[src/verilog/hpp_pkg.sv]
// Function
// RL1 - each host cycle is two halfword transfers; control accesses here take a single halfword
// RL2 - one bus carries addresses and data
// RL3 - host address captured into 32-bit register
// RL4 - separate read and write address registers
// RL5 - option merges both address registers for host
// RL6 - 32-bit word built from two halfwords
// RL7 - write data held until stored to memory
// RL8 - read data held until host takes it
// RL9 - read and write fifos, eight words each
// RL10 - fifos buffer bursts during autoincrement
// RL11 - without autoincrement only one entry used
// RL12 - ready withheld while port is busy
// RL13 - cpu raises host irq, clears its own
// RL14 - host configures, raises cpu irq, clears its
// RL15 - software controls read prefetch
// RL16 - ownership and fifo timeout set by register
// RL17 - divide-by-six port clock, host asynchronous
// RL18 - no byte swapping of any kind
// RL19 - access type latched at strobe fall
// RL20 - halfword select low first, high second
// RL21 - ready active low
// RL22 - irq pin low while bit set, write-one clears
`default_nettype none
package hpp_pkg;
  localparam int         PORT_DIV  = 6;
  localparam logic [2:0] DIV_LAST  = 3'(PORT_DIV - 1);
  // cpu register offsets
  localparam logic [7:0] OFS_CTRL  = 8'h00;
  localparam logic [7:0] OFS_WADDR = 8'h04;
  localparam logic [7:0] OFS_RADDR = 8'h08;
  // shared control register fields
  localparam int B_DUAL = 0;
  localparam int B_CIRQ = 1;
  localparam int B_HIRQ = 2;
  localparam int B_PREF = 3;
  localparam int B_TMO  = 4;
  localparam int B_OWN  = 5;
  localparam int B_ASEL = 6;
  localparam int B_WEMP = 8;
  localparam int B_RAVL = 9;
  localparam logic [15:0] CFG_MASK  = 16'h0059;
  localparam logic [15:0] CTRL_RST  = 16'h0000;
  localparam logic [31:0] ADDR_RST  = 32'h0000_0000;
  localparam logic [31:0] ADDR_STEP = 32'h0000_0004;
  // access_type_sel codes
  localparam logic [1:0] AT_CTRL  = 2'h0;
  localparam logic [1:0] AT_DAUTO = 2'h1;
  localparam logic [1:0] AT_ADDR  = 2'h2;
  localparam logic [1:0] AT_DATA  = 2'h3;
  // idle port ticks before unread burst prefetch is dropped
  localparam logic [15:0] TMO_TICKS = 16'h0100;

  typedef struct packed {
    logic        cs_n;
    logic        ds1_n;
    logic        ds2_n;
    logic        rnw;
    logic        halfword_select;
    logic [1:0]  access_type_sel;
    logic [15:0] data;
  } hpp_hin_t;

  typedef struct packed {
    logic        req;
    logic        we;
    logic [31:0] addr;
    logic [31:0] wdata;
  } hpp_mreq_t;

  typedef enum logic [1:0] {
    HS_IDLE = 2'b01,
    HS_ACT  = 2'b10
  } hpp_hst_t;

  typedef enum logic [2:0] {
    MS_IDLE = 3'b001,
    MS_WR   = 3'b010,
    MS_RD   = 3'b100
  } hpp_mst_t;
endpackage
`default_nettype wire
[src/verilog/hpp_host_parallel_port_core.sv]
// The register addresses and the plain strobed port were chosen for this implementation.
`timescale 1ns/1ps
`default_nettype none
module hpp_host_parallel_port_core #(
  parameter int DEPTH = 8,
  parameter int AW    = 3
) (
  // clock and reset
  input  wire logic              i_core_clk,
  input  wire logic              i_rst,
  // host pins
  input  wire hpp_pkg::hpp_hin_t i_host,
  output logic [15:0]            o_hd,
  output logic                   o_hd_oe,
  output logic                   o_port_ready_n,
  output logic                   o_host_irq_n,
  // cpu register port
  input  wire logic [7:0]        i_reg_addr,
  input  wire logic [31:0]       i_reg_wdata,
  input  wire logic              i_reg_we,
  input  wire logic              i_reg_re,
  output logic [31:0]            o_reg_rdata,
  output logic                   o_cpu_irq,
  // memory side
  output hpp_pkg::hpp_mreq_t     o_mem,
  input  wire logic              i_mem_ack,
  input  wire logic [31:0]       i_mem_rdata
);
  localparam logic [AW:0] FULL = (AW+1)'(DEPTH);

  typedef struct packed {
    logic [2:0]              div;
    hpp_pkg::hpp_hin_t       s1;
    hpp_pkg::hpp_hin_t       s2;
    logic                    stb_q;
    hpp_pkg::hpp_hst_t       st;
    logic [1:0]              at;
    logic                    rnw;
    logic                    hws;
    logic                    done;
    logic [15:0]             shared_ctrl;
    logic [31:0]             read_addr;
    logic [31:0]             write_addr;
    logic [15:0]             alo;
    logic [15:0]             wlo;
    logic [31:0]             data_hold;
    logic [DEPTH-1:0][32:0]  wf;
    logic [AW:0]             wcnt;
    logic [AW-1:0]           wrp;
    logic [AW-1:0]           wwp;
    logic [DEPTH-1:0][31:0]  rf;
    logic [AW:0]             rcnt;
    logic [AW-1:0]           rrp;
    logic [AW-1:0]           rwp;
    logic                    rd_on;
    logic                    rd_auto;
    logic                    drop;
    logic [15:0]             tmo;
    hpp_pkg::hpp_mst_t       ms;
    hpp_pkg::hpp_mreq_t      mem;
    logic [15:0]             hd;
    logic                    oe;
    logic                    ready_n;
    logic                    irq_n;
    logic [31:0]             rdata;
  } hpp_state_t;

  hpp_state_t r;
  hpp_state_t n;

  logic        ce;
  logic        stb;
  logic        own_cpu;
  logic        ok;
  logic        wpush;
  logic        wpop;
  logic        rpush;
  logic        rpop;
  logic        wa_ld;
  logic        ra_ld;
  logic        wa_inc;
  logic        ra_inc;
  logic        rflush;
  logic        tmo_hit;
  logic        ha_both;
  logic        cpu_hset;
  logic        cpu_cclr;
  logic        host_cset;
  logic        host_hclr;
  logic [31:0] a_val;
  logic [32:0] w_ent;

  function automatic logic [15:0] f_half(input logic [31:0] w,
                                         input logic        hi);
    f_half = hi ? w[31:16] : w[15:0];
  endfunction

  function automatic logic [15:0] f_view(input hpp_state_t s);
    f_view = s.shared_ctrl;
    f_view[hpp_pkg::B_WEMP] = (s.wcnt == '0);
    f_view[hpp_pkg::B_RAVL] = (s.rcnt != '0);
  endfunction

  always_comb begin
    n         = r;
    ok        = 1'b0;
    wpush     = 1'b0;
    wpop      = 1'b0;
    rpush     = 1'b0;
    rpop      = 1'b0;
    wa_ld     = 1'b0;
    ra_ld     = 1'b0;
    wa_inc    = 1'b0;
    ra_inc    = 1'b0;
    ha_both   = 1'b0;
    tmo_hit   = 1'b0;
    cpu_hset  = 1'b0;
    cpu_cclr  = 1'b0;
    host_cset = 1'b0;
    host_hclr = 1'b0;
    a_val     = i_reg_wdata;
    w_ent     = {r.at == hpp_pkg::AT_DAUTO, r.s2.data, r.wlo};
    ce        = (r.div == hpp_pkg::DIV_LAST); // [RL17]
    n.div     = ce ? 3'h0 : r.div + 3'h1;
    // host pins are asynchronous: two flops before any use
    n.s1      = i_host; // [RL17]
    n.s2      = r.s1;
    stb       = ~r.s2.cs_n & (r.s2.ds1_n ^ r.s2.ds2_n);
    own_cpu   = r.shared_ctrl[hpp_pkg::B_OWN];
    n.rdata   = 32'h0;

    if (i_reg_re) begin
      case (i_reg_addr)
        hpp_pkg::OFS_CTRL:  n.rdata = {16'h0, f_view(r)}; // [RL13]
        hpp_pkg::OFS_WADDR: n.rdata = r.write_addr;
        hpp_pkg::OFS_RADDR: n.rdata = r.read_addr;
        default:            n.rdata = 32'h0;
      endcase
    end
    if (i_reg_we) begin
      case (i_reg_addr)
        hpp_pkg::OFS_CTRL: begin
          cpu_hset = i_reg_wdata[hpp_pkg::B_HIRQ]; // [RL13]
          cpu_cclr = i_reg_wdata[hpp_pkg::B_CIRQ]; // [RL13]
          n.shared_ctrl[hpp_pkg::B_OWN] = i_reg_wdata[hpp_pkg::B_OWN]; // [RL16]
          if (own_cpu) begin
            n.shared_ctrl = (n.shared_ctrl & ~hpp_pkg::CFG_MASK) |
                            (i_reg_wdata[15:0] & hpp_pkg::CFG_MASK);
          end
        end
        hpp_pkg::OFS_WADDR: wa_ld = own_cpu; // [RL16]
        hpp_pkg::OFS_RADDR: ra_ld = own_cpu; // [RL16]
        default: ;
      endcase
    end

    if (ce) begin
      n.stb_q = stb;
      case (r.st)
        hpp_pkg::HS_IDLE: begin
          n.oe      = 1'b0;
          n.ready_n = 1'b0;
          if (stb && !r.stb_q) begin
            n.at      = r.s2.access_type_sel; // [RL19]
            n.rnw     = r.s2.rnw;
            n.hws     = r.s2.halfword_select; // [RL20]
            n.done    = 1'b0;
            n.ready_n = 1'b1; // [RL12]
            n.st      = hpp_pkg::HS_ACT;
          end
        end
        hpp_pkg::HS_ACT: begin
          if (!stb) begin
            // write data is taken as the strobe ends
            if (!r.rnw && r.done) begin
              case (r.at)
                hpp_pkg::AT_CTRL: begin
                  if (!r.hws) begin
                    host_cset = r.s2.data[hpp_pkg::B_CIRQ]; // [RL14]
                    host_hclr = r.s2.data[hpp_pkg::B_HIRQ]; // [RL22]
                    if (!own_cpu) begin
                      n.shared_ctrl = (n.shared_ctrl & ~hpp_pkg::CFG_MASK) |
                                      (r.s2.data & hpp_pkg::CFG_MASK); // [RL14]
                    end
                  end
                end
                hpp_pkg::AT_ADDR: begin
                  if (!r.hws) begin
                    n.alo = r.s2.data;
                  end else if (!own_cpu) begin
                    a_val = {r.s2.data, r.alo}; // [RL3] [RL6]
                    if (!r.shared_ctrl[hpp_pkg::B_DUAL]) begin
                      wa_ld   = 1'b1; // [RL5]
                      ra_ld   = 1'b1;
                      ha_both = 1'b1;
                    end else if (r.shared_ctrl[hpp_pkg::B_ASEL]) begin
                      ra_ld = 1'b1; // [RL4]
                    end else begin
                      wa_ld = 1'b1; // [RL4]
                    end
                  end
                end
                default: begin
                  if (!r.hws) begin
                    n.wlo = r.s2.data; // [RL1]
                  end else begin
                    wpush = 1'b1; // [RL6] [RL7]
                  end
                end
              endcase
            end
            n.oe      = 1'b0;
            n.ready_n = 1'b0;
            n.st      = hpp_pkg::HS_IDLE;
          end else if (!r.done) begin
            if (!r.rnw) begin
              if (r.hws && r.at == hpp_pkg::AT_DAUTO) begin
                ok = (r.wcnt != FULL); // [RL10]
              end else if (r.hws && r.at == hpp_pkg::AT_DATA) begin
                ok = (r.wcnt == '0); // [RL11]
              end else begin
                ok = 1'b1;
              end
            end else begin
              case (r.at)
                hpp_pkg::AT_CTRL: begin
                  ok   = 1'b1;
                  n.hd = f_view(r);
                end
                hpp_pkg::AT_ADDR: begin
                  ok   = 1'b1;
                  n.hd = f_half(r.read_addr, r.hws);
                end
                default: begin
                  if (r.hws) begin
                    ok   = 1'b1;
                    n.hd = r.data_hold[31:16]; // [RL8]
                  end else begin
                    ok = (r.rcnt != '0);
                    if (ok) begin
                      rpop        = 1'b1;
                      n.data_hold = r.rf[r.rrp]; // [RL8]
                      n.hd        = r.rf[r.rrp][15:0]; // [RL18]
                    end else if (!r.rd_on) begin
                      n.rd_on   = 1'b1;
                      n.rd_auto = (r.at == hpp_pkg::AT_DAUTO);
                    end
                  end
                end
              endcase
            end
            if (ok) begin
              n.done    = 1'b1;
              n.ready_n = 1'b0; // [RL21]
              n.oe      = r.rnw; // [RL2]
            end
          end
        end
        default: n.st = hpp_pkg::HS_IDLE;
      endcase
      // unread burst data goes stale while the host is away
      if (r.shared_ctrl[hpp_pkg::B_TMO] && r.rcnt != '0 &&
          r.rd_auto && r.st == hpp_pkg::HS_IDLE) begin
        n.tmo = r.tmo + 16'h1;
        if (r.tmo == hpp_pkg::TMO_TICKS && r.ms != hpp_pkg::MS_RD) begin
          tmo_hit = 1'b1; // [RL16]
        end
      end else begin
        n.tmo = 16'h0;
      end
    end

    case (r.ms)
      hpp_pkg::MS_IDLE: begin
        if (r.wcnt != '0) begin
          n.mem = {1'b1, 1'b1, r.write_addr, r.wf[r.wrp][31:0]}; // [RL7]
          n.ms  = hpp_pkg::MS_WR;
        end else if (r.rd_on &&
                     (r.rd_auto ? r.rcnt != FULL : r.rcnt == '0)) begin
          n.mem = {1'b1, 1'b0, r.read_addr, 32'h0}; // [RL10] [RL11]
          n.ms  = hpp_pkg::MS_RD;
          if (!r.rd_auto) begin
            n.rd_on = 1'b0;
          end
        end
      end
      hpp_pkg::MS_WR: begin
        if (i_mem_ack) begin
          n.mem.req = 1'b0;
          wpop      = 1'b1;
          wa_inc    = r.wf[r.wrp][32]; // [RL10]
          n.ms      = hpp_pkg::MS_IDLE;
        end
      end
      hpp_pkg::MS_RD: begin
        if (i_mem_ack) begin
          n.mem.req = 1'b0;
          rpush     = !r.drop;
          ra_inc    = r.rd_auto && !r.drop;
          n.drop    = 1'b0;
          n.ms      = hpp_pkg::MS_IDLE;
        end
      end
      default: n.ms = hpp_pkg::MS_IDLE;
    endcase

    if (wa_ld) begin
      n.write_addr = a_val;
    end else if (wa_inc) begin
      n.write_addr = r.write_addr + hpp_pkg::ADDR_STEP;
    end
    rflush = ra_ld | tmo_hit;
    if (ra_ld) begin
      n.read_addr = a_val;
      n.rd_on     = r.shared_ctrl[hpp_pkg::B_PREF]; // [RL15]
      n.rd_auto   = 1'b0;
    end else if (tmo_hit) begin
      // rewind so the dropped words are fetched again later
      n.read_addr = r.read_addr - 32'({r.rcnt, 2'b00});
      n.rd_on     = 1'b0;
    end else if (ra_inc) begin
      n.read_addr = r.read_addr + hpp_pkg::ADDR_STEP;
    end

    if (wpush) begin
      n.wf[r.wwp] = w_ent;
      n.wwp       = r.wwp + 1'b1;
    end
    if (wpop) begin
      n.wrp = r.wrp + 1'b1;
    end
    n.wcnt = r.wcnt + {{AW{1'b0}}, wpush} - {{AW{1'b0}}, wpop}; // [RL9]
    if (rflush) begin
      n.rcnt = '0;
      n.rrp  = '0;
      n.rwp  = '0;
      n.drop = (n.ms == hpp_pkg::MS_RD);
    end else begin
      if (rpush) begin
        n.rf[r.rwp] = i_mem_rdata; // [RL18]
        n.rwp       = r.rwp + 1'b1;
      end
      if (rpop) begin
        n.rrp = r.rrp + 1'b1;
      end
      n.rcnt = r.rcnt + {{AW{1'b0}}, rpush} - {{AW{1'b0}}, rpop}; // [RL9]
    end

    // a set in the same cycle as the clear wins
    n.shared_ctrl[hpp_pkg::B_HIRQ] = cpu_hset |
      (r.shared_ctrl[hpp_pkg::B_HIRQ] & ~host_hclr); // [RL13] [RL22]
    n.shared_ctrl[hpp_pkg::B_CIRQ] = host_cset |
      (r.shared_ctrl[hpp_pkg::B_CIRQ] & ~cpu_cclr); // [RL14]
    n.irq_n = ~n.shared_ctrl[hpp_pkg::B_HIRQ]; // [RL22]
  end

  always_ff @(posedge i_core_clk) begin
    if (i_rst) begin
      r               <= '0;
      r.st            <= hpp_pkg::HS_IDLE;
      r.ms            <= hpp_pkg::MS_IDLE;
      r.shared_ctrl   <= hpp_pkg::CTRL_RST;
      r.read_addr     <= hpp_pkg::ADDR_RST;
      r.write_addr    <= hpp_pkg::ADDR_RST;
      r.irq_n         <= 1'b1;
    end else begin
      r <= n;
    end
  end

  assign o_hd           = r.hd;
  assign o_hd_oe        = r.oe;
  assign o_port_ready_n = r.ready_n;
  assign o_host_irq_n   = r.irq_n;
  assign o_reg_rdata    = r.rdata;
  assign o_cpu_irq      = r.shared_ctrl[hpp_pkg::B_CIRQ];
  assign o_mem          = r.mem;

  div_pulse_a: assert property (@(posedge i_core_clk) disable iff (i_rst) // [RL17]
    ce |=> !ce [*5] ##1 ce)
    else $error("port tick spacing wrong");
  irq_set_a: assert property (@(posedge i_core_clk) disable iff (i_rst) // [RL22]
    (i_reg_we && i_reg_addr == hpp_pkg::OFS_CTRL &&
     i_reg_wdata[hpp_pkg::B_HIRQ]) |=> !o_host_irq_n)
    else $error("host irq pin not asserted");
  cpu_irq_a: assert property (@(posedge i_core_clk) disable iff (i_rst) // [RL14]
    host_cset |=> o_cpu_irq)
    else $error("cpu irq not raised by host");
  ready_wait_a: assert property (@(posedge i_core_clk) disable iff (i_rst) // [RL12]
    (ce && r.st == hpp_pkg::HS_IDLE && stb && !r.stb_q) |=> o_port_ready_n)
    else $error("ready not withheld at strobe start");
  wr_full_a: assert property (@(posedge i_core_clk) disable iff (i_rst) // [RL10]
    (r.st == hpp_pkg::HS_ACT && !r.rnw && r.hws && !r.done &&
     r.at == hpp_pkg::AT_DAUTO && r.wcnt == FULL) |=> o_port_ready_n)
    else $error("ready granted with write fifo full");
  single_ent_a: assert property (@(posedge i_core_clk) disable iff (i_rst) // [RL11]
    !r.rd_auto |-> r.rcnt <= 1)
    else $error("non-burst read uses more than one entry");
  fifo_bound_a: assert property (@(posedge i_core_clk) disable iff (i_rst) // [RL9]
    r.wcnt <= FULL && r.rcnt <= FULL)
    else $error("fifo count beyond depth");
  addr_both_a: assert property (@(posedge i_core_clk) disable iff (i_rst) // [RL5]
    ha_both |=> r.read_addr == r.write_addr)
    else $error("single address mode registers differ");
  rd_oe_a: assert property (@(posedge i_core_clk) disable iff (i_rst) // [RL2]
    o_hd_oe |-> (r.rnw && r.st == hpp_pkg::HS_ACT))
    else $error("data bus driven outside a read");
  mem_wr_a: assert property (@(posedge i_core_clk) disable iff (i_rst) // [RL7]
    (r.ms == hpp_pkg::MS_WR && i_mem_ack) |=> (!o_mem.req && wpop == 1'b0))
    else $error("write request not retired on ack");
endmodule
`default_nettype wire

[config.mk]
export PLATFORM = sky130hd
export DESIGN_NAME = hpp_host_parallel_port_core
export DESIGN_NICKNAME = d
export VERILOG_FILES = /design/src/verilog/hpp_pkg.sv /design/src/verilog/hpp_host_parallel_port_core.sv
export SDC_FILE = /design/constraint.sdc
export NUM_CORES = 2
export LEC_CHECK = 0
export ABC_AREA = 0
export BUFFER_PORTS_ARGS = -buffer_cell sky130_fd_sc_hd__buf_2
export CORE_MARGIN = 2
export CORE_UTILIZATION = 45
export DETAILED_ROUTE_END_ITERATION = 10
export GPL_ROUTABILITY_DRIVEN = 0
export GPL_TIMING_DRIVEN = 1
export PLACE_DENSITY = 0.73
export SYNTH_ARGS = -nofsm -noshare
export SYNTH_HDL_FRONTEND = slang
export SYNTH_SLANG_ARGS = --single-unit
[constraint.sdc]
create_clock -name i_core_clk -period 3.87 [get_ports i_core_clk]
set_clock_uncertainty 0.2 [all_clocks]
set_input_delay 0.1935 -clock i_core_clk [delete_from_list [all_inputs] [get_ports i_core_clk]]
set_output_delay 0.1935 -clock i_core_clk [all_outputs]
set_load 0.1 [all_outputs]
==> summary.md <==
| Metric | Value |
|---|---|
| FFs w/ async S/R, synth | `0%` |
| Cell taking the most area after synthesis | `dfxtp_1` |
| Worst EP arrival | `4.10 ns` |
| Layout cells sized above 1 | `16.2%` |
| DRT iter0 DRCs | `3677` |
| Port buffer count | `around 220` |
| Worst hold endpoint | `r[810]` |
| Final slew viol count | `0` |
| Sequential share of power | `roughly half` |
| DRT antenna net count | `0` |
| Critical Path RT | `about 4.2 ns` |
| Highest-count cells in the layout ignoring fill and taps | `1098 x nand2_1, 842 x dfxtp_1, 616 x a21oi_1` |
| Met2 Use GR | `about two fifths` |
| Ports | `roughly 220` |
| Total die area | `~0.088 sq mm` |
| Worst rel slew slack | `between 30 and 40%` |
| CP Max Fanout | `6` |
| Reg-to-reg endpoint | `r[803]` |
| Starting density of the core | `about 45%` |
| Clock Pin Slew Worst Setup and Hold Paths | `about 0.06 ns` |
| Die Ht | `between 200 and 300 microns` |
| M3 GR Usage | `4.59%` |
| Core region area | `about 0.085 sq mm` |
| Final Hold Fails | `0` |
| CTS tree | `built` |
| VDD IR max | `around 0.4 mV` |
| Status | `finished clean` |
| Syn. warnings | `0` |
| Register bit count reported by yosys | `between 800 and 900` |
| RSZ-0062 raised after global routing | `yes` |
| Fillers | `between 7000 and 8000` |
| Hold depth | `5` |
| Layout Nets | `about 4700` |
| First-pass GRT wire length | `180000 microns` |
| Number of antenna violations at the first check in global routing | `10` |
| Worst r2r path cells | `18` |
| Library cells used by synthesis | `slightly above 80` |
| Post-synthesis sequential area ratio | `approximately 44%` |
| Via count | `about 33000` |
| Area Growth Syn to Fin | `15.0%` |
| Clock share of power | `49.6%` |
| Most common cell after layout, fill and taps aside | `nand2_1` |
| Congestion Overflow GR | `0` |
| Root Buffer | `clkbuf_16` |
| WL per Instance | `between 15 and 20 microns` |
| Number of synthesized flops with an enable pin | `0` |
| Largest net degree at the start of global routing | `about 190` |
| Row count | `about 110` |
| Syn Inst Count | `between 4000 and 5000` |
| Setup crit start kind | `flip-flop` |
| Met1 usage | `between 30% and 40%` |
| Avg Cell Area, Syn | `between 8 and 9 sq um` |
| Number of global-route vias before repair | `31418` |
| Placed inst area | `roughly 0.040 sq mm` |
| Setup TNS | `0 ns` |
| Combinational power share | `2.3%` |
| Fmax | `roughly 260 MHz` |
| Power density over the cells | `between 400 and 500 mW/mm^2` |
| Crit share post-route | `98.3%` |
| CTS H-tree depth | `3` |
| Pre-antenna DRT Iters | `6` |
| Worst slew pin tran | `about 1.0 ns` |
| Routed wire length | `116000 microns` |
| Worst reg2reg path startpoint | `r[120]` |
| Final min period | `about 3.8 ns` |
| R2r setup slk | `roughly 0.064 ns` |
| # DRC | `0` |
| Final worst slack | `approximately 0.064 ns` |
| Via-per-instance ratio | `roughly 5.7` |
| Post-route cell area | `around 0.045 sq mm` |
| Crit end category | `flip-flop` |
| Sw power | `roughly 4.1 mW` |
| All-Layer GR Usage | `between 20% and 30%` |
| Clk buf depth | `3` |
| Syn Nets | `between 4000 and 5000` |
| Syn Std Cell Area | `0.0387 sq mm` |
| Synth area leaders | `dfxtp_1 44%, nand2_1 11%, a21oi_1 8.1%, mux4_2 7.6%, mux2i_1 4.3%` |
| Setup Slack @ Placement | `-0.0800 ns` |
| Int Pwr | `~14 mW` |
| Clock latency on the worst-skew pair | `about 0.66 ns` |
| HPWL Detailed | `73100 microns` |
| Critical path type | `reg -> reg` |
| Gr busiest metal | `met2` |
| Die Wd | `around 300 microns` |
| Net Sw Frac | `~22%` |
| Hold path startpoint | `i_reg_we` |
| Sink Count | `around 860` |
| Total CTS buffers | `90` |
| Worst min-delay path class | `in -> reg` |
| Ys flop type | `dfxtp_1` |
| MaxCap Viol Count | `0` |
| Pleak | `approximately 15 nW` |
| Hold slack | `roughly 0.037 ns` |
| Top cell type's share of synthesized area | `~44%` |
| Final setup viols | `0` |
==> layout make-up <==
cell class | instances | area [sq um] | share of cell area, %
clock buffers | 129 | 2670 | 6.00
diodes | 4 | 10.0 | 0.0225
well taps | 1144 | 1430 | 3.22
clock inverters | 35 | 518 | 1.16
flip-flops and latches | 855 | 17100 | 38.5
inverters | 36 | 139 | 0.312
repair buffers | 448 | 3330 | 7.47
multi-input cells | 3151 | 19300 | 43.3
==> worst max-delay path, cell delays in order (launching register included) <==
cell and delay [ns]:
dfxtp_2 0.33, inv_2 0.04, ha_2 0.16, nor3b_2 0.14, o211a_1 0.14, nand4_4 0.11, buf_6 0.13, clkinvlp_4 0.15
clkbuf_16 0.22, ha_4 0.29, nand4_1 0.16, o31ai_2 0.31, a31oi_1 0.13, o311a_1 0.18, or3_4 0.38, a21boi_4 0.21
nor2_2 0.06, a211oi_2 0.18, a221oi_2 0.09
==> routing by layer <==
layer | routed length (microns) | share of wire [%] | up-vias
met5 | 61 | 0.053 | -
li1 | - | - | 15354
met1 | 48800 | 42 | 15745
met4 | 3920 | 3.4 | 10
met2 | 52400 | 45 | 1465
met3 | 10500 | 9.1 | 253
==> synthesized netlist by cell type (all sizes together) (11+ instances only) <==
master	instances
ha	52
nand4	14
dfxtp	855
mux2i	165
a211oi	93
nand3	43
nor3	58
nand2b	11
inv	36
nand2	1101
and3	20
nor2b	59
a221oi	12
buf	254
o21ai	110
xor2	31
a21o	20
nor3b	12
mux2	14
nor2	414
mux4	130
clkbuf	250
a21oi	623
xnor2	44
a22oi	25
==> registers in the layout, summed over array words and instances (netlist names) <==
name and flops:
o_host_irq_n 1, o_port_ready_n 1, o_cpu_irq 1, r 713, o_hd 16, n 23
o_hd_oe 1, own_cpu 1, o_reg_rdata 32, o_mem 66
==> how the worst max path moves through the flow <==
stage                     startpoint     end  slack (ns)  cells past startpoint
final                         r[120]  r[803]        0.06                     18
after global routing          r[120]  r[801]       -0.05                     19
after CTS                     r[120]  r[805]       0.005                     18
after detailed placement      r[829]  r[803]       -0.08                     18
after global placement        r[829]  r[803]        0.11                     18
after floorplan               r[147]  r[803]       -0.12                     16
==> stage by stage <==
stage / cells / utilization [%] / total power [mW]
4_1_cts: 5786 / 51.9 / 18.5
5_1_grt: 5801 / 52.3 / 18.9
3_3_place_gp: 5527 / 47.0 / 9.40
6_report: 5802 / 52.3 / 18.4
2_1_floorplan: 4546 / - / 9.26
3_5_place_dp: 5527 / 47.0 / 9.40
==> power groups by stage <==
stage / clock network, mW / logic [mW] / registers (mW)
floorplan: 0 / 0.232 / 9.03
detailed placement: 0 / 0.342 / 9.06
CTS: 9.23 / 0.419 / 8.86
global route: 9.60 / 0.460 / 8.86
global placement: 0 / 0.344 / 9.06
finish: 9.14 / 0.432 / 8.86
==> cell families after synthesis <==
family	share of synthesized area, %
simple gates	19.1
compound gates	13.8
flops	44.2
buf+inv	7.13
mux	12.2
xor+xnor	1.70
fa+ha+maj	1.84
==> timing repair <==
item / 4_1_cts / 5_1_grt
endpoints found under the setup margin: 3 / 21
buffers inserted: 0 / 10
gates cloned: 0 / 2
resized for setup: 2 / 50
endpoints found under the hold margin: 404 / 0
pin swaps: 0 / 14
hold buffers: 95 / 0
Note: power is estimated with default switching activity, not from simulation.
